File: config.mk
export PLATFORM = sky130hd
export DESIGN_NAME = scrc_ctrl
export DESIGN_NICKNAME = d
export VERILOG_FILES = /design/src/scrc_pkg.sv /design/src/scrc_ctrl.sv /design/src/scrc_sync.sv /design/src/scrc_wdt.sv
export SDC_FILE = /design/constraint.sdc
export NUM_CORES = 1
export LEC_CHECK = 0
export BUFFER_PORTS_ARGS = -buffer_cell sky130_fd_sc_hd__buf_2
export CAP_MARGIN = 20
export CORE_MARGIN = 4
export CORE_UTILIZATION = 38
export DETAILED_ROUTE_END_ITERATION = 6
export SKIP_LAST_GASP = 1
export SYNTH_ARGS = -nofsm -noshare
export SYNTH_HDL_FRONTEND = slang
export SYNTH_SLANG_ARGS = --single-unit
File: constraint.sdc
create_clock -name i_clk_sys -period 5.75 [get_ports i_clk_sys]
set_clock_uncertainty 0.2 [all_clocks]
set_input_delay 1.15 -clock i_clk_sys [delete_from_list [all_inputs] [get_ports i_clk_sys]]
set_output_delay 1.15 -clock i_clk_sys [all_outputs]
set_load 0.1 [all_outputs]
File: src/scrc_pkg.sv
// Constants for the standby clock and reset controller.
// Assumes one 25 MHz system clock and pins sampled by the top module.
// Operation
// - STOP halts oscillator and PLL, so all internal clocks stop.
// - With PLL source, PLL output stops together with the oscillator in STOP.
// - Leaving STOP with PLL source waits oscillation settling before clocking.
// - Direct source leaves STOP with no PLL lock-up wait.
// - PLL resonator: HALT stops CPU; IDLE stops CPU, peripherals; STOP all.
// - External clock keeps oscillator off; direct mode keeps PLL off too; reset still sets o_osc_en and o_pll_en high.
// - All internal state is kept through HALT, IDLE and STOP; the code clears the watchdog settling counter in STOP.
// - Standby holds I/O, drives PC on address, floats data, strobes high.
// - HALT keeps DRAM strobes high except refresh; IDLE, STOP self-refresh.
// - Clock output keeps running in HALT and IDLE unless software inhibits it; it stops in STOP.
// - 30 cycles after the reset rising edge the CPU begins running its program.
// - Every output pin but clock output, hold grant and strobe enable holds its reset state for the whole reset.
// - After 30 cycles past reset release with no hold request, start fetch read.
// - Hold request during reset is granted, pins as for ordinary hold.
// - Clock output keeps running while reset is asserted.
// - Reset: address undefined, data and ports float, strobes high, watchdog low.
// - Halt instruction enters HALT, IDLE or STOP as standby control selects.
// - After STOP, watchdog restarts at zero, times settling, no output pulse.
// - Release from IDLE resumes at once with no settling wait.

package scrc_pkg;

	typedef enum logic [4:0] {
		SCRC_RUN    = 5'h01,
		SCRC_HALT   = 5'h02,
		SCRC_IDLE   = 5'h04,
		SCRC_STOP   = 5'h08,
		SCRC_SETTLE = 5'h10
	} scrc_state_t;

	// Standby selection codes driven by the CPU's standby control
	localparam logic [1:0] SCRC_SEL_HALT = 2'h0;
	localparam logic [1:0] SCRC_SEL_IDLE = 2'h1;
	localparam logic [1:0] SCRC_SEL_STOP = 2'h2;

	// Clock source selection
	localparam logic [1:0] SCRC_SRC_PLL_RES = 2'h0;
	localparam logic [1:0] SCRC_SRC_PLL_EXT = 2'h1;
	localparam logic [1:0] SCRC_SRC_DIRECT  = 2'h2;

	localparam int SCRC_CLK_MHZ      = 25;
	localparam int SCRC_RST_FETCH_CY = 30;
	localparam logic [5:0] SCRC_RST_CNT_W = 6'h1E;

	// Settling time in microseconds, as a cycle count at the system clock
	localparam int SCRC_SETTLE_US = 10;
	localparam int SCRC_SETTLE_CY = SCRC_SETTLE_US * SCRC_CLK_MHZ;
	localparam int SCRC_WDT_W     = 16;

	localparam int SCRC_ADDR_W = 24;
	localparam int SCRC_DATA_W = 16;
	localparam int SCRC_PORT_W = 10;
	localparam int SCRC_CS_W   = 4;

endpackage

File: src/scrc_ctrl.sv
// Standby and reset controller: clock gates, bus pin overrides, fetch start.
// Assumes i_rstn is the filtered reset pin; CPU bus signals are on i_clk_sys.
`timescale 1ns/10ps
module scrc_ctrl
	import scrc_pkg::*;
#(
	parameter int SETTLE_CY = SCRC_SETTLE_CY
) (
	// Clock and reset
	input  wire logic                   i_clk_sys,
	input  wire logic                   i_rstn,
	input  wire logic                   i_ce,
	// Configuration and CPU requests
	input  wire logic [1:0]             i_clk_src,
	input  wire logic [1:0]             i_stby_sel,
	input  wire logic                   i_halt_exec,
	input  wire logic                   i_system_clock_out_pin_inhibit,
	input  wire logic                   i_int_req,
	// Pins from outside
	input  wire logic                   i_nmi_pin,
	input  wire logic                   i_bus_hold_request,
	// CPU bus in ordinary operation
	input  wire logic [SCRC_ADDR_W-1:0] i_cpu_addr,
	input  wire logic [SCRC_ADDR_W-1:0] i_cpu_pc,
	input  wire logic [SCRC_DATA_W-1:0] i_cpu_dout,
	input  wire logic                   i_cpu_data_oe,
	input  wire logic [SCRC_PORT_W-1:0] i_port_out,
	input  wire logic [SCRC_PORT_W-1:0] i_port_oe,
	input  wire logic [SCRC_CS_W-1:0]   i_chip_select_lines,
	input  wire logic                   i_memory_read_strobe,
	input  wire logic                   i_io_read_strobe,
	input  wire logic                   i_io_write_strobe,
	input  wire logic                   i_refresh_request_out,
	input  wire logic                   i_lower_column_strobe,
	input  wire logic                   i_upper_column_strobe,
	input  wire logic                   i_cbr_refresh,
	input  wire logic                   i_watchdog_timeout_out,
	// Clock controls
	output logic                        o_osc_en,
	output logic                        o_pll_en,
	output logic                        o_periph_clk_en,
	output logic                        o_cpu_clk_en,
	output logic                        o_system_clock_out_pin,
	// Program start
	output logic                        o_cpu_start,
	output logic                        o_fetch_req,
	// Pins
	output logic [SCRC_ADDR_W-1:0]      o_addr,
	output logic [SCRC_DATA_W-1:0]      o_data,
	output logic                        o_data_oe,
	output logic [SCRC_PORT_W-1:0]      o_port,
	output logic [SCRC_PORT_W-1:0]      o_port_oe,
	output logic [SCRC_CS_W-1:0]        o_chip_select_lines_n,
	output logic                        o_strobe_oe,
	output logic                        o_memory_read_strobe_n,
	output logic                        o_io_read_strobe_n,
	output logic                        o_io_write_strobe_n,
	output logic                        o_refresh_request_out_n,
	output logic                        o_lower_column_strobe_n,
	output logic                        o_upper_column_strobe_n,
	output logic                        o_self_refresh,
	output logic                        o_bus_hold_grant_n,
	output logic                        o_watchdog_timeout_out,
	output logic                        o_mode_stop
);
	scrc_state_t st_q;
	scrc_state_t st_d;
	logic        nmi_s;
	logic        hold_s;
	logic        nmi_prev_q;
	logic        nmi_prev_d;
	logic        wake;
	logic        settle_start;
	logic        settle_done;
	logic [5:0]  rcnt_q;
	logic [5:0]  rcnt_d;
	logic        started_q;
	logic        started_d;
	logic        clkdiv_q;
	logic        clkdiv_d;
	logic        pll_src;
	logic        res_src;
	logic [1:0]  hold_sync_q;
	logic [1:0]  hold_sync_d;

	scrc_sync #(.W(1)) u_sync (
		.i_clk_sys (i_clk_sys),
		.i_rstn    (i_rstn),
		.i_ce      (i_ce),
		.i_async   (i_nmi_pin),
		.o_sync    (nmi_s)
	);

	// Hold path has no reset: a master may take the bus during reset
	always_comb begin
		hold_sync_d = i_ce ? {hold_sync_q[0], i_bus_hold_request}
			: hold_sync_q;
	end

	always_ff @(posedge i_clk_sys) begin
		hold_sync_q <= hold_sync_d;
	end

	assign hold_s = hold_sync_q[1];

	scrc_wdt #(.SETTLE_CY(SETTLE_CY)) u_wdt (
		.i_clk_sys (i_clk_sys),
		.i_rstn    (i_rstn),
		.i_ce      (i_ce),
		.i_clear   ((st_q == SCRC_STOP) && !settle_start),
		.i_start   (settle_start),
		.o_done    (settle_done)
	);

	assign pll_src = (i_clk_src != SCRC_SRC_DIRECT);
	assign res_src = (i_clk_src == SCRC_SRC_PLL_RES);
	// NMI is a falling-edge pin; interrupts are on-clock levels
	assign wake = (nmi_prev_q && !nmi_s) || i_int_req;
	assign settle_start = (st_q == SCRC_STOP) && wake && pll_src;

	// Standby state machine
	always_comb begin
		st_d       = st_q;
		nmi_prev_d = nmi_prev_q;
		if (i_ce) begin
			nmi_prev_d = nmi_s;
			unique case (st_q)
				SCRC_RUN: begin
					if (i_halt_exec) begin
						unique case (i_stby_sel)
							SCRC_SEL_IDLE: st_d = SCRC_IDLE;
							SCRC_SEL_STOP: st_d = SCRC_STOP;
							default:       st_d = SCRC_HALT;
						endcase
					end
				end
				SCRC_HALT, SCRC_IDLE: begin
					if (wake)
						st_d = SCRC_RUN;
				end
				SCRC_STOP: begin
					if (wake)
						st_d = pll_src ? SCRC_SETTLE : SCRC_RUN;
				end
				SCRC_SETTLE: begin
					if (settle_done)
						st_d = SCRC_RUN;
				end
				default: st_d = SCRC_RUN;
			endcase
		end
	end

	// Reset fetch counter, program start and clock output divider
	always_comb begin
		rcnt_d    = rcnt_q;
		started_d = started_q;
		clkdiv_d  = clkdiv_q;
		if (i_ce) begin
			// If-else form lets a divider without reset leave X
			if (clkdiv_q)
				clkdiv_d = 1'b0;
			else
				clkdiv_d = 1'b1;
			if (rcnt_q != SCRC_RST_CNT_W)
				rcnt_d = rcnt_q + 6'h01;
			else if (!hold_s)
				started_d = 1'b1;
		end
	end

	always_ff @(posedge i_clk_sys or negedge i_rstn) begin
		if (!i_rstn) begin
			st_q       <= SCRC_RUN;
			nmi_prev_q <= 1'b0;
			rcnt_q     <= 6'h00;
			started_q  <= 1'b0;
		end else begin
			st_q       <= st_d;
			nmi_prev_q <= nmi_prev_d;
			rcnt_q     <= rcnt_d;
			started_q  <= started_d;
		end
	end

	// Clock output and hold answer run through reset: no reset here
	always_ff @(posedge i_clk_sys) begin
		clkdiv_q <= clkdiv_d;
		if (i_ce) begin
			o_system_clock_out_pin <= clkdiv_d && !i_system_clock_out_pin_inhibit
				&& (st_d != SCRC_STOP) && (st_d != SCRC_SETTLE);
			o_bus_hold_grant_n     <= !hold_s;
			o_strobe_oe            <= !hold_s;
		end
	end

	// Output registers; reset values are the defined reset pin state
	always_ff @(posedge i_clk_sys or negedge i_rstn) begin
		if (!i_rstn) begin
			o_osc_en                <= 1'b1;
			o_pll_en                <= 1'b1;
			o_periph_clk_en         <= 1'b1;
			o_cpu_clk_en            <= 1'b0;
			o_cpu_start             <= 1'b0;
			o_fetch_req             <= 1'b0;
			o_addr                  <= '0;
			o_data                  <= '0;
			o_data_oe               <= 1'b0;
			o_port                  <= '0;
			o_port_oe               <= '0;
			o_chip_select_lines_n   <= '1;
			o_memory_read_strobe_n  <= 1'b1;
			o_io_read_strobe_n      <= 1'b1;
			o_io_write_strobe_n     <= 1'b1;
			o_refresh_request_out_n <= 1'b1;
			o_lower_column_strobe_n <= 1'b1;
			o_upper_column_strobe_n <= 1'b1;
			o_self_refresh          <= 1'b0;
			o_watchdog_timeout_out  <= 1'b0;
			o_mode_stop             <= 1'b0;
		end else if (i_ce) begin
			// Clock gating per source and standby mode
			o_osc_en <= res_src && (st_d != SCRC_STOP);
			o_pll_en <= pll_src && (st_d != SCRC_STOP);
			o_periph_clk_en <= (st_d == SCRC_RUN) || (st_d == SCRC_HALT);
			o_cpu_clk_en <= started_d && (st_d == SCRC_RUN);
			o_cpu_start <= started_d && !started_q;
			o_fetch_req <= started_d && !started_q;
			o_mode_stop <= (st_d == SCRC_STOP);
			o_watchdog_timeout_out <= i_watchdog_timeout_out;
			o_port    <= i_port_out;
			o_port_oe <= started_q ? i_port_oe : '0;
			// Pins follow the next state so they park with the clocks
			if (hold_s) begin
				// Bus released to the hold master
				o_data_oe <= 1'b0;
			end else if (!started_q) begin
				o_data_oe <= 1'b0;
			end else if (st_d != SCRC_RUN) begin
				o_addr                 <= i_cpu_pc;
				o_data_oe              <= 1'b0;
				o_chip_select_lines_n  <= '1;
				o_memory_read_strobe_n <= 1'b1;
				o_io_read_strobe_n     <= 1'b1;
				o_io_write_strobe_n    <= 1'b1;
				if (st_d == SCRC_HALT) begin
					// Refresh keeps running in HALT
					o_self_refresh          <= 1'b0;
					o_refresh_request_out_n <= !(i_cbr_refresh && i_refresh_request_out);
					o_lower_column_strobe_n <= !(i_cbr_refresh && i_lower_column_strobe);
					o_upper_column_strobe_n <= !(i_cbr_refresh && i_upper_column_strobe);
				end else begin
					o_self_refresh          <= 1'b1;
					o_refresh_request_out_n <= 1'b0;
					o_lower_column_strobe_n <= 1'b0;
					o_upper_column_strobe_n <= 1'b0;
				end
			end else begin
				o_addr                  <= i_cpu_addr;
				o_data                  <= i_cpu_dout;
				o_data_oe               <= i_cpu_data_oe;
				o_chip_select_lines_n   <= ~i_chip_select_lines;
				o_memory_read_strobe_n  <= !(i_memory_read_strobe || o_fetch_req);
				o_io_read_strobe_n      <= !i_io_read_strobe;
				o_io_write_strobe_n     <= !i_io_write_strobe;
				o_refresh_request_out_n <= !i_refresh_request_out;
				o_lower_column_strobe_n <= !i_lower_column_strobe;
				o_upper_column_strobe_n <= !i_upper_column_strobe;
				o_self_refresh          <= 1'b0;
			end
		end
	end
endmodule // scrc_ctrl

File: src/scrc_sync.sv
// Two-stage synchroniser for pin inputs.
// Assumes the input is asynchronous to i_clk_sys.
`timescale 1ns/10ps
module scrc_sync #(
	parameter int W = 1
) (
	input  wire logic         i_clk_sys,
	input  wire logic         i_rstn,
	input  wire logic         i_ce,
	input  wire logic [W-1:0] i_async,
	output logic      [W-1:0] o_sync
);
	logic [W-1:0] meta_q;
	logic [W-1:0] meta_d;
	logic [W-1:0] sync_q;
	logic [W-1:0] sync_d;

	always_comb begin
		meta_d = i_ce ? i_async : meta_q;
		sync_d = i_ce ? meta_q : sync_q;
	end

	always_ff @(posedge i_clk_sys or negedge i_rstn) begin
		if (!i_rstn) begin
			meta_q <= '0;
			sync_q <= '0;
		end else begin
			meta_q <= meta_d;
			sync_q <= sync_d;
		end
	end

	assign o_sync = sync_q;
endmodule // scrc_sync

File: src/scrc_wdt.sv
// Settling-time counter of the watchdog, used on release from STOP.
// Assumes the top raises i_start for one cycle when STOP is released with a PLL source.
`timescale 1ns/10ps
module scrc_wdt
	import scrc_pkg::*;
#(
	parameter int SETTLE_CY = SCRC_SETTLE_CY
) (
	input  wire logic i_clk_sys,
	input  wire logic i_rstn,
	input  wire logic i_ce,
	// Control
	input  wire logic i_clear,
	input  wire logic i_start,
	// Status
	output logic      o_done
);
	logic [SCRC_WDT_W-1:0] cnt_q;
	logic [SCRC_WDT_W-1:0] cnt_d;
	logic                  run_q;
	logic                  run_d;
	logic                  done_q;
	logic                  done_d;

	localparam logic [SCRC_WDT_W-1:0] LAST = SCRC_WDT_W'(SETTLE_CY - 1);

	always_comb begin
		cnt_d  = cnt_q;
		run_d  = run_q;
		done_d = 1'b0;
		if (i_ce) begin
			if (i_clear) begin
				cnt_d = '0;
				run_d = 1'b0;
			end else if (i_start) begin
				cnt_d = '0;
				run_d = 1'b1;
			end else if (run_q) begin
				if (cnt_q == LAST) begin
					run_d  = 1'b0;
					done_d = 1'b1;
				end else begin
					cnt_d = cnt_q + 1'b1;
				end
			end
		end
	end

	always_ff @(posedge i_clk_sys or negedge i_rstn) begin
		if (!i_rstn) begin
			cnt_q  <= '0;
			run_q  <= 1'b0;
			done_q <= 1'b0;
		end else begin
			cnt_q  <= cnt_d;
			run_q  <= run_d;
			done_q <= done_d;
		end
	end

	assign o_done = done_q;
endmodule // scrc_wdt

==> results of run 1 <==
-- logic make-up (layout without fill, tap and decap cells) --
logic type / after synthesis / after routing
AO/OA/AOI/OAI: 129 / 129
flip-flops: 117 / 117
buffers and inverters: 56 / 243
adder cells (fa/ha/maj): 6 / 6
multiplexers: 31 / 31
AND/OR/NAND/NOR: 166 / 166
XOR/XNOR: 22 / 22
-- synth_stat cells (all sizes together), types with 2 or more instances --
cell type	count	area share, %
dfrtp	98	43
nor2	55	3.6
a31oi	32	3.5
mux2	31	6.7
o31ai	31	4.5
nand4	30	3.5
nand2	23	1.5
buf	22	2.5
clkbuf	21	1.4
xnor2	17	2.6
dfstp	14	6.4
nand3	13	1.1
a22o	12	1.8
inv	12	0.78
o21ai	12	1.1
a2111oi	9	1.4
or2	9	1.0
nor3	7	0.70
and3	6	0.65
ha	6	1.3
nor2b	6	0.65
xor2	5	0.76
a21oi	4	0.35
edfxtp	4	2.1
nor4	4	0.70
a211oi	3	0.39
a22oi	3	0.39
a31o	3	0.46
o211ai	3	0.39
o21bai	3	0.39
o31a	3	0.46
o41ai	3	0.46
a32o	2	0.35
and4	2	0.30
nand3b	2	0.26
nor3b	2	0.26
nor4bb	2	0.35
o21a	2	0.52
o41a	2	0.39
or4	2	0.26
-- power by group through the flow --
stage / combinational (mW) / clock [mW] / sequential [mW]
global placement: 2.54 / 0 / 1.31
global route: 2.68 / 1.04 / 1.35
detailed placement: 2.56 / 0 / 1.33
finish: 2.56 / 0.972 / 1.32
CTS: 2.57 / 0.995 / 1.32
floorplan: 0.690 / 0 / 2.77
-- metal layers --
| metal | part of all wire [%] | GRT usage, % | routed length, um |
|---|---|---|---|
| met5 | 0 | 0 | 0 |
| met4 | 1.6 | 6.17 | 248 |
| met3 | 6.9 | 4.76 | 1070 |
| met2 | 48 | 27.5 | 7410 |
| met1 | 44 | 24.2 | 6830 |
-- through the flow --
step | hold WS [ns] | instances
floorplan | 0.200 | 527
global placement | 0.218 | 864
detailed placement | 0.211 | 865
CTS | 0.223 | 897
global route | 0.231 | 898
finish | 0.224 | 898
-- area by class of cell --
| cell class | instances | area (um^2) | share of cell area [%] |
|---|---|---|---|
| clock inverter | 9 | 78.8 | 1.07 |
| multi-input combinational | 354 | 2520 | 34.4 |
| sequential | 117 | 2960 | 40.3 |
| timing repair buffer | 198 | 1030 | 14.0 |
| inverter | 13 | 48.8 | 0.665 |
| tap | 184 | 230 | 3.14 |
| clock buffer | 23 | 468 | 6.38 |
-- worst reg2reg max path, delay by kind of cell (launching register included) --
family / cells / cell delay [ns]
AND/OR/NAND/NOR: 3 / 1.15
AO/OA/AOI/OAI: 2 / 1.19
multiplexers: 1 / 0.45
flip-flops: 1 / 0.65
-- flip-flops by register name, indices dropped and copies added (netlist names), 2 cells and up --
name and cells:
o_addr 24, o_data 16, u_wdt.cnt_q 16, o_port 10, o_port_oe 10, rcnt_q 6, st_q 5, o_chip_select_lines_n 4
hold_sync_q 2
-- worst paths after layout --
path,slack [ns],startpoint,cells after the start,end
max,1.87,i_ce,9,o_data_oe$_DFFE_PN0P_
max reg2reg,2.00,st_q[2]$_DFF_PN0_,6,o_data[5]$_DFFE_PN0P_
min in group asynchronous,0.44,i_rstn,1,u_wdt.cnt_q[12]$_DFFE_PN0P_
min reg2reg,0.22,hold_sync_q[0]$_DFFE_PP_,0,hold_sync_q[1]$_DFFE_PP_
min,0.22,hold_sync_q[0]$_DFFE_PP_,0,hold_sync_q[1]$_DFFE_PP_
max in group asynchronous,3.77,i_rstn,3,o_chip_select_lines_n[3]$_DFFE_PN1P_
==> flow_metrics.tcl, run 1 <==
set metrics [dict create \
    status "complete, no violations" \
    min_path_type "reg -> reg" \
    yosys.area_share.simple_pct 15.3 \
    max_slew_margin_pct 28.0 \
    syn_to_final_growth_pct 27.6 \
    pwr-share-comb_pct 52.8 \
    fin_crit_ns 3.88 \
    drc_errors 0 \
    num_vias 4930 \
    fin_area_um2 7340 \
    cp_slowest_cell "buf_2" \
    place_area_um2 6760 \
    final_cell_mix "buf_2, dfrtp_1, nor2_1" \
    ir_drop_mv 0.376 \
    layout.nets 816 \
    muxShareOfSynthArea_pct 6.72 \
    gr-usage-all-layers_pct 17.8 \
    drive_gt1_share_pct 40.6 \
    overflow 0 \
    postSynth.asyncResetShare_pct 95.7 \
    worstSkewPairLatency_ns 0.41 \
    p_sw_share_pct 53.9 \
    die_width_um 131 \
    slew_viol_final 0 \
    power.switching_mw 2.62 \
    netlist_area_um2 5750 \
    numClockSinks 117 \
    critPathMaxFanout 43 \
    synth_cells 527 \
    cts_root_buffer "clkbuf_16" \
    utilization_pct 49.9 \
    post_cts_buffers 0 \
    cts_hold_buf 0 \
    cts.path.max_buffers 2 \
    cap_violations 0 \
    final_common_cell "buf_2" \
    yosysSeqAreaShare_pct 51.5 \
    die-area_um2 17200 \
    grt_max_degree 78 \
    critPathMaxStageDelay_ns 0.64 \
    synth-compound-area-share_pct 17.1 \
    p_total_mw 4.85 \
    synth_fa_ha_area_share_pct 1.30 \
    fmax_ghz 0.258 \
    grt_pass1_wl_mm 23.8 \
    start_kind "input pin" \
    core_um2 14700 \
    synth_edf_count 4 \
    power_frac_seq_pct 27.2 \
    portBuffers 191 \
    synth_warnings 0 \
    drtIter0Drc 456 \
    p_int_mw 2.23 \
    timing.final.crit_share_pct 67.5 \
    vias_per_cell 5.49 \
    worst_slack_ns 1.87 \
    p_clk_share_pct 20.0 \
    grt_pass1_vias 4642 \
    wl_per_cell_um 17.3 \
    fin_setup_tns_ns 0 \
    required_ns 5.89 \
    rows 44 \
    gp_congestion 0.828 \
    synth_xor_area_share_pct 3.35 \
    hold_viol 0 \
    worstMarginPinSlew_ns 1.08 \
    synth_top_family_by_area "compound AO/OA/AOI/OAI gates" \
    post-place-ws_ns 1.47 \
    ys_seq_elements 117 \
    grt_antenna_before_repair 0 \
    tritoncts "yes" \
    die_height_um 131 \
    synthFlopType "dfrtp_1" \
    hpwl_mm 11.0 \
    wl_mm 15.6 \
    clkSlewWorstSetupHoldPaths_ns 0.05 \
    fillers 1375 \
    p_per_area_nw_per_um2 661 \
    crit_top_cell "buf_4" \
    post_cts_resized 0 \
    rsz0062_at_grt "false" \
    synthesis.nets 642 \
    ys_types 62 \
    crit_type "in -> reg" \
    initial_core_util_pct 39.1 \
    numCtsBuffers 17 \
    htreeDepth 4 \
    cp_num_buf_inv 4 \
    diodes 0 \
    ios 192 \
    ant_nets 0 \
    setup_viol 0 \
    cp-end-kind "flop" \
    avgSynthCellArea_um2 10.9 \
    crit_chain "buf_2 > clkinv_1 > buf_4 > o21ai_0 > nand3_1 > o31a_1 > buf_4 > nor3_2 > a32o_1" \
    critPathTopFamily "buffers and inverters" \
    first_pass_iters 5 \
    p_leak_nw 3.36 \
    critPathArrivalTime_ns 4.02 \
]
Power figures use the tool's default switching activity.
==> run 2, diff against run 1 <==
--- a/config.mk
+++ b/config.mk
@@ -10,6 +10,7 @@
 export CORE_MARGIN = 4
 export CORE_UTILIZATION = 38
 export DETAILED_ROUTE_END_ITERATION = 6
+export PLACE_DENSITY = 0.65
 export SKIP_LAST_GASP = 1
 export SYNTH_ARGS = -nofsm -noshare
 export SYNTH_HDL_FRONTEND = slang
==> constraint.sdc (replaced) <==
create_clock -name i_clk_sys -period 3.3 [get_ports i_clk_sys]
set_clock_uncertainty 0.2 [all_clocks]
set_input_delay 0.66 -clock i_clk_sys [delete_from_list [all_inputs] [get_ports i_clk_sys]]
set_output_delay 0.66 -clock i_clk_sys [all_outputs]
set_load 0.1 [all_outputs]
==> run 2 against run 1 <==
  * Cell area up 1.3%
  * Worst setup slack worse by 1.4 ns
  * Worst hold slack worse by 0.027 ns
  * Largest power group unchanged
  * Clock-buffer cell count down 1
  * Critical endpoint is now o_data[9]$_DFFE_PN0P_
  * Cell count up 1.0%
  * Wire length down 0.53%
  * Global-route usage about the same
  * Sequential share of layout area down 0.50 points
  * Sequential power up 73%
  * Largest cell class unchanged
  * Clock power up 79%
==> flow_metrics.tcl, run 2 (synthesis gave the netlist of run 1 again) <==
set metrics [dict create \
    status "complete, no violations" \
    tritoncts "yes" \
    critPathTopFamily "compound AO/OA/AOI/OAI gates" \
    cp_slowest_cell "dfrtp_1" \
    numCtsBuffers 17 \
    min_path_type "in -> reg" \
    p_leak_nw 3.42 \
    cap_violations 0 \
    p_total_mw 8.52 \
    endpoint "o_data[9]$_DFFE_PN0P_" \
    critPathMaxStageDelay_ns 0.57 \
    rrSetupSlack_ns 0.48 \
    worstMarginPinSlew_ns 0.741 \
    hold_viol 0 \
    layout.nets 825 \
    fin_area_um2 7430 \
    fin_crit_ns 2.82 \
    worstSkewPairLatency_ns 0.40 \
    grt_pass1_wl_mm 24.1 \
    hold_depth 2 \
    critPathMaxFanout 16 \
    reg2reg_depth 6 \
    start_kind "flop" \
    slew_viol_final 0 \
    vias_per_cell 5.35 \
    cts_root_buffer "clkbuf_16" \
    post-place-ws_ns 0.219 \
    fin_setup_tns_ns 0 \
    crit_path_start "st_q[3]$_DFF_PN0_" \
    timing.final.crit_share_pct 85.5 \
    overflow 0 \
    required_ns 3.38 \
    htreeDepth 4 \
    rows 44 \
    largest_reg_flops 24 \
    drc_errors 0 \
    initial_core_util_pct 39.1 \
    final_common_cell "buf_2" \
    place_area_um2 6860 \
    grt_antenna_before_repair 1 \
    fmax_ghz 0.355 \
    critical_path_cell_count 6 \
    rsz0062_at_grt "false" \
    grt_pass1_vias 4772 \
    numClockSinks 117 \
    cp-end-kind "flop" \
    crit_chain "or2_2 > o41ai_1 > a32o_1 > o21a_4 > nand4_4 > mux2_4" \
    diodes 0 \
    ir_drop_mv 0.759 \
    setup_viol 0 \
    ant_nets 0 \
    fillers 1342 \
    wl_mm 15.5 \
    first_pass_iters 5 \
    dp.cells 874 \
    num_vias 4848 \
    final_cell_mix "buf_2, dfrtp_1, nor2_1" \
    syn_to_final_growth_pct 29.2 \
    r2r-end "o_data[9]$_DFFE_PN0P_" \
    largestRegisters "o_addr: 24 flops, o_data: 16 flops, u_wdt.cnt_q: 16 flops" \
    cts.path.max_buffers 2 \
    worst_slack_ns 0.480 \
    gp_congestion 0.879 \
    die_width_um 131 \
    portBuffers 191 \
    core_um2 14700 \
    die-area_um2 17200 \
    finalNonFillerCells 907 \
    utilization_pct 50.6 \
    p_per_area_nw_per_um2 1150 \
    ios 192 \
    drtIter0Drc 265 \
    regToRegStartpoint "st_q[3]$_DFF_PN0_" \
    crit_type "reg -> reg" \
    max_slew_margin_pct 50.4 \
    clkSlewWorstSetupHoldPaths_ns 0.05 \
    drive_gt1_share_pct 41.4 \
    critPathArrivalTime_ns 2.90 \
    cp_num_buf_inv 0 \
    wl_per_cell_um 17.1 \
    grt_max_degree 68 \
    gr-usage-all-layers_pct 17.8 \
    top_register "o_addr" \
    die_height_um 131 \
    hold_slack_ns 0.198 \
    hpwl_mm 11.3 \
    post_cts_resized 0 \
]
[run 2: changes by cell type in the layout (fill, tap and decap cells not counted)]
cell	delta
buf_16	-1
buf_2	-1
bufinv_16	+1
dlygate4sd3_1	+1
clkinv_2	+2
buf_4	+8
clkinv_1	-1
clkbuf_8	-1
buf_12	+2
clkinvlp_4	-1
[run 2: worst min path at each step]
stage | from | to | slack, ns
after global routing | i_chip_select_lines[1] | o_chip_select_lines_n[1]$_DFFE_PN1P_ | 0.18
after floorplan | i_rstn | nmi_prev_q$_DFFE_PN0P_ | 0.16
after global placement | hold_sync_q[0]$_DFFE_PP_ | hold_sync_q[1]$_DFFE_PP_ | 0.21
after CTS | i_chip_select_lines[1] | o_chip_select_lines_n[1]$_DFFE_PN1P_ | 0.17
final | i_chip_select_lines[1] | o_chip_select_lines_n[1]$_DFFE_PN1P_ | 0.20
after detailed placement | hold_sync_q[0]$_DFFE_PP_ | hold_sync_q[1]$_DFFE_PP_ | 0.22
[run 2: per-layer routing]
metal / up-vias / track usage, % / wire length, um / share of wire [%]
met2: 145 / 28.3 / 7760 / 50
met4: 2 / 7.14 / 269 / 1.7
met1: 2344 / 22.9 / 6610 / 43
met3: 23 / 4.92 / 835 / 5.4
li1: 2334 / - / - / -
met5: - / 0 / 7 / 0.045
[run 2: area by class of cell]
type                    instances  area, um^2  area share [%]
clock buffers                  22         454            6.11
clock inverters                10         108            1.45
inverters                      13        48.8           0.657
multi-input cells             354        2520            34.0
flip-flops and latches        117        2960            39.8
well taps                     184         230            3.10
repair buffers                207        1110            14.9
[run 2: timing repair]
item,4_1_cts,5_1_grt
buffers inserted,0,0
endpoints found under the hold margin,22,0
hold buffers,1,0
[run 2: power breakdown]
group          switching (mW)  internal, mW  leakage [nW]  total [mW]
registers               0.336          1.95          1.39        2.29
logic                    3.58         0.912          1.75        4.50
clock network           0.617          1.12         0.270        1.74
total                    4.54          3.99          3.42        8.52
==> run 3, diff against run 2 <==
--- a/config.mk
+++ b/config.mk
@@ -11,6 +11,7 @@
 export CORE_UTILIZATION = 38
 export DETAILED_ROUTE_END_ITERATION = 6
 export PLACE_DENSITY = 0.65
+export RECOVER_POWER = 50
 export SKIP_LAST_GASP = 1
 export SYNTH_ARGS = -nofsm -noshare
 export SYNTH_HDL_FRONTEND = slang
==> run 3 against run 2 <==
  * The flow now finishes with violations (max-capacitance violations, max-slew violations)
  * Worst setup slack improved by 0.0086 ns
  * Cell count is the same
  * Clock power hardly changed
  * Cell area down 0.39%
  * Via count increased by 1.1%
  * Non-clock buffer count stayed put
  * Clock-buffer cell count did not move
  * Sequential share of layout area up 0.15 points
  * Worst hold slack worse by 0.0038 ns
  * Highest routed layer unchanged
==> flow_metrics.tcl, run 3 (synthesis gave the netlist of run 1 again) <==
set metrics [dict create \
    final_common_cell "buf_2" \
    setup_viol 0 \
    status "finished, violations left" \
    required_ns 3.44 \
    tritoncts "yes" \
    num_vias 4899 \
    ir_drop_mv 0.759 \
    ant_nets 0 \
    drc_errors 0 \
    worstSkewPairLatency_ns 0.41 \
    post_cts_buffers 0 \
    htreeDepth 4 \
    post-place-ws_ns 0.219 \
    cp-end-kind "flop" \
    portBuffers 191 \
    critPathArrivalTime_ns 2.95 \
    top_register "o_addr" \
    largestRegisters "o_addr: 24 flops, o_data: 16 flops, u_wdt.cnt_q: 16 flops" \
    layout.nets 825 \
    die-area_um2 17200 \
    cts.path.max_buffers 2 \
    cts_root_buffer "clkbuf_16" \
    fin_crit_ns 2.81 \
    drtIter0Drc 274 \
    numCtsBuffers 17 \
    hpwl_mm 11.3 \
    die_height_um 131 \
    ios 192 \
    cts_hold_buf 1 \
    grt_max_degree 68 \
    hold_viol 0 \
    rsz0062_at_grt "false" \
    vias_per_cell 5.40 \
    timing.final.crit_share_pct 85.2 \
    grt_antenna_before_repair 1 \
    max_slew_margin_pct -7.93 \
    p_per_area_nw_per_um2 1150 \
    slew_viol_final 28 \
    critPathMaxStageDelay_ns 0.67 \
    largest_reg_flops 24 \
    drive_gt1_share_pct 39.1 \
    min_path_type "in -> reg" \
    initial_core_util_pct 39.1 \
    fillers 1353 \
    grt_pass1_wl_mm 24.1 \
    rows 44 \
    grt_pass1_vias 4772 \
    start_kind "flop" \
    cap_violations 1 \
    critPathMaxFanout 27 \
    p_leak_nw 3.37 \
    worstMarginPinSlew_ns 1.62 \
    first_pass_iters 5 \
    finalNonFillerCells 907 \
    violations "max-capacitance violations, max-slew violations" \
    cp_slowest_cell "dfrtp_1" \
    fin_setup_tns_ns 0 \
    wl_mm 15.5 \
    fmax_ghz 0.356 \
    worst_slack_ns 0.489 \
    p_total_mw 8.50 \
    numClockSinks 117 \
    wl_per_cell_um 17.1 \
    final_cell_mix "buf_2, dfrtp_1, nor2_1" \
    dp.cells 874 \
    core_um2 14700 \
    gr-usage-all-layers_pct 17.8 \
    die_width_um 131 \
    syn_to_final_growth_pct 28.7 \
    diodes 0 \
    clkSlewWorstSetupHoldPaths_ns 0.05 \
    crit_chain "nor2_1 > nand3_1 > a31o_2 > inv_2 > nor3_2 > a32o_1" \
    gp_congestion 0.879 \
    overflow 0 \
    post_cts_resized 0 \
    crit_type "reg -> reg" \
]
## run 3: cell types whose count changed in the layout (fill, tap and decap cells not counted), sizes merged
| cell | before | now |
|---|---|---|
| buf | 206 | 191 |
| clkbuf | 22 | 37 |
## run 3: path summary, 6_finish.rpt
kind                                           from                                   end  slack [ns]  cells after the start
max reg2reg                       st_q[3]$_DFF_PN0_                 o_data_oe$_DFFE_PN0P_        0.49                      6
min                          i_chip_select_lines[1]  o_chip_select_lines_n[1]$_DFFE_PN1P_        0.19                      2
max in group asynchronous                    i_rstn                 o_port[9]$_DFFE_PN0P_        0.77                      3
min reg2reg                hold_sync_q[0]$_DFFE_PP_              hold_sync_q[1]$_DFFE_PP_        0.22                      0
max                               st_q[3]$_DFF_PN0_                 o_data_oe$_DFFE_PN0P_        0.49                      6
min in group asynchronous                    i_rstn             u_sync.o_sync$_DFFE_PN0P_        1.01                      2
## run 3: metal layers
metal	GRT usage [%]	part of all wire (%)
met1	22.9	42
met2	28.3	49
met3	4.92	6.4
met4	7.14	2.0
met5	0	0.045
## run 3: per-stage QoR
step | hold WS, ns | instance area (um^2) | util [%]
finish | 0.194 | 7400 | 50.4
global route | 0.181 | 7400 | 50.4
CTS | 0.175 | 7430 | 50.6
detailed placement | 0.220 | 6860 | 46.7
global placement | 0.205 | 6860 | 46.7
floorplan | 0.164 | 5750 | -
## run 3: critical path, delay by kind of cell, from the launching register on
family / cells / cell delay, ns
AOI/OAI and AO/OA: 2 / 0.83
buffers and inverters: 1 / 0.16
and+or+nand+nor: 3 / 0.88
DFF: 1 / 0.67
## run 3: where the power goes
group          total, mW  switching [mW]  internal (mW)  leakage (nW)
clock               1.74           0.621           1.12         0.270
combinational       4.47            3.59          0.884          1.71
sequential          2.29           0.339           1.95          1.39
## run 3: layout make-up
cell class	instances	area, um^2	area share (%)
tap	184	230	3.11
clock buffer	22	454	6.14
multi-input combinational	354	2520	34.1
inverter	13	48.8	0.659
sequential	117	2960	40.0
timing repair buffer	207	1080	14.6
clock inverter	10	108	1.45
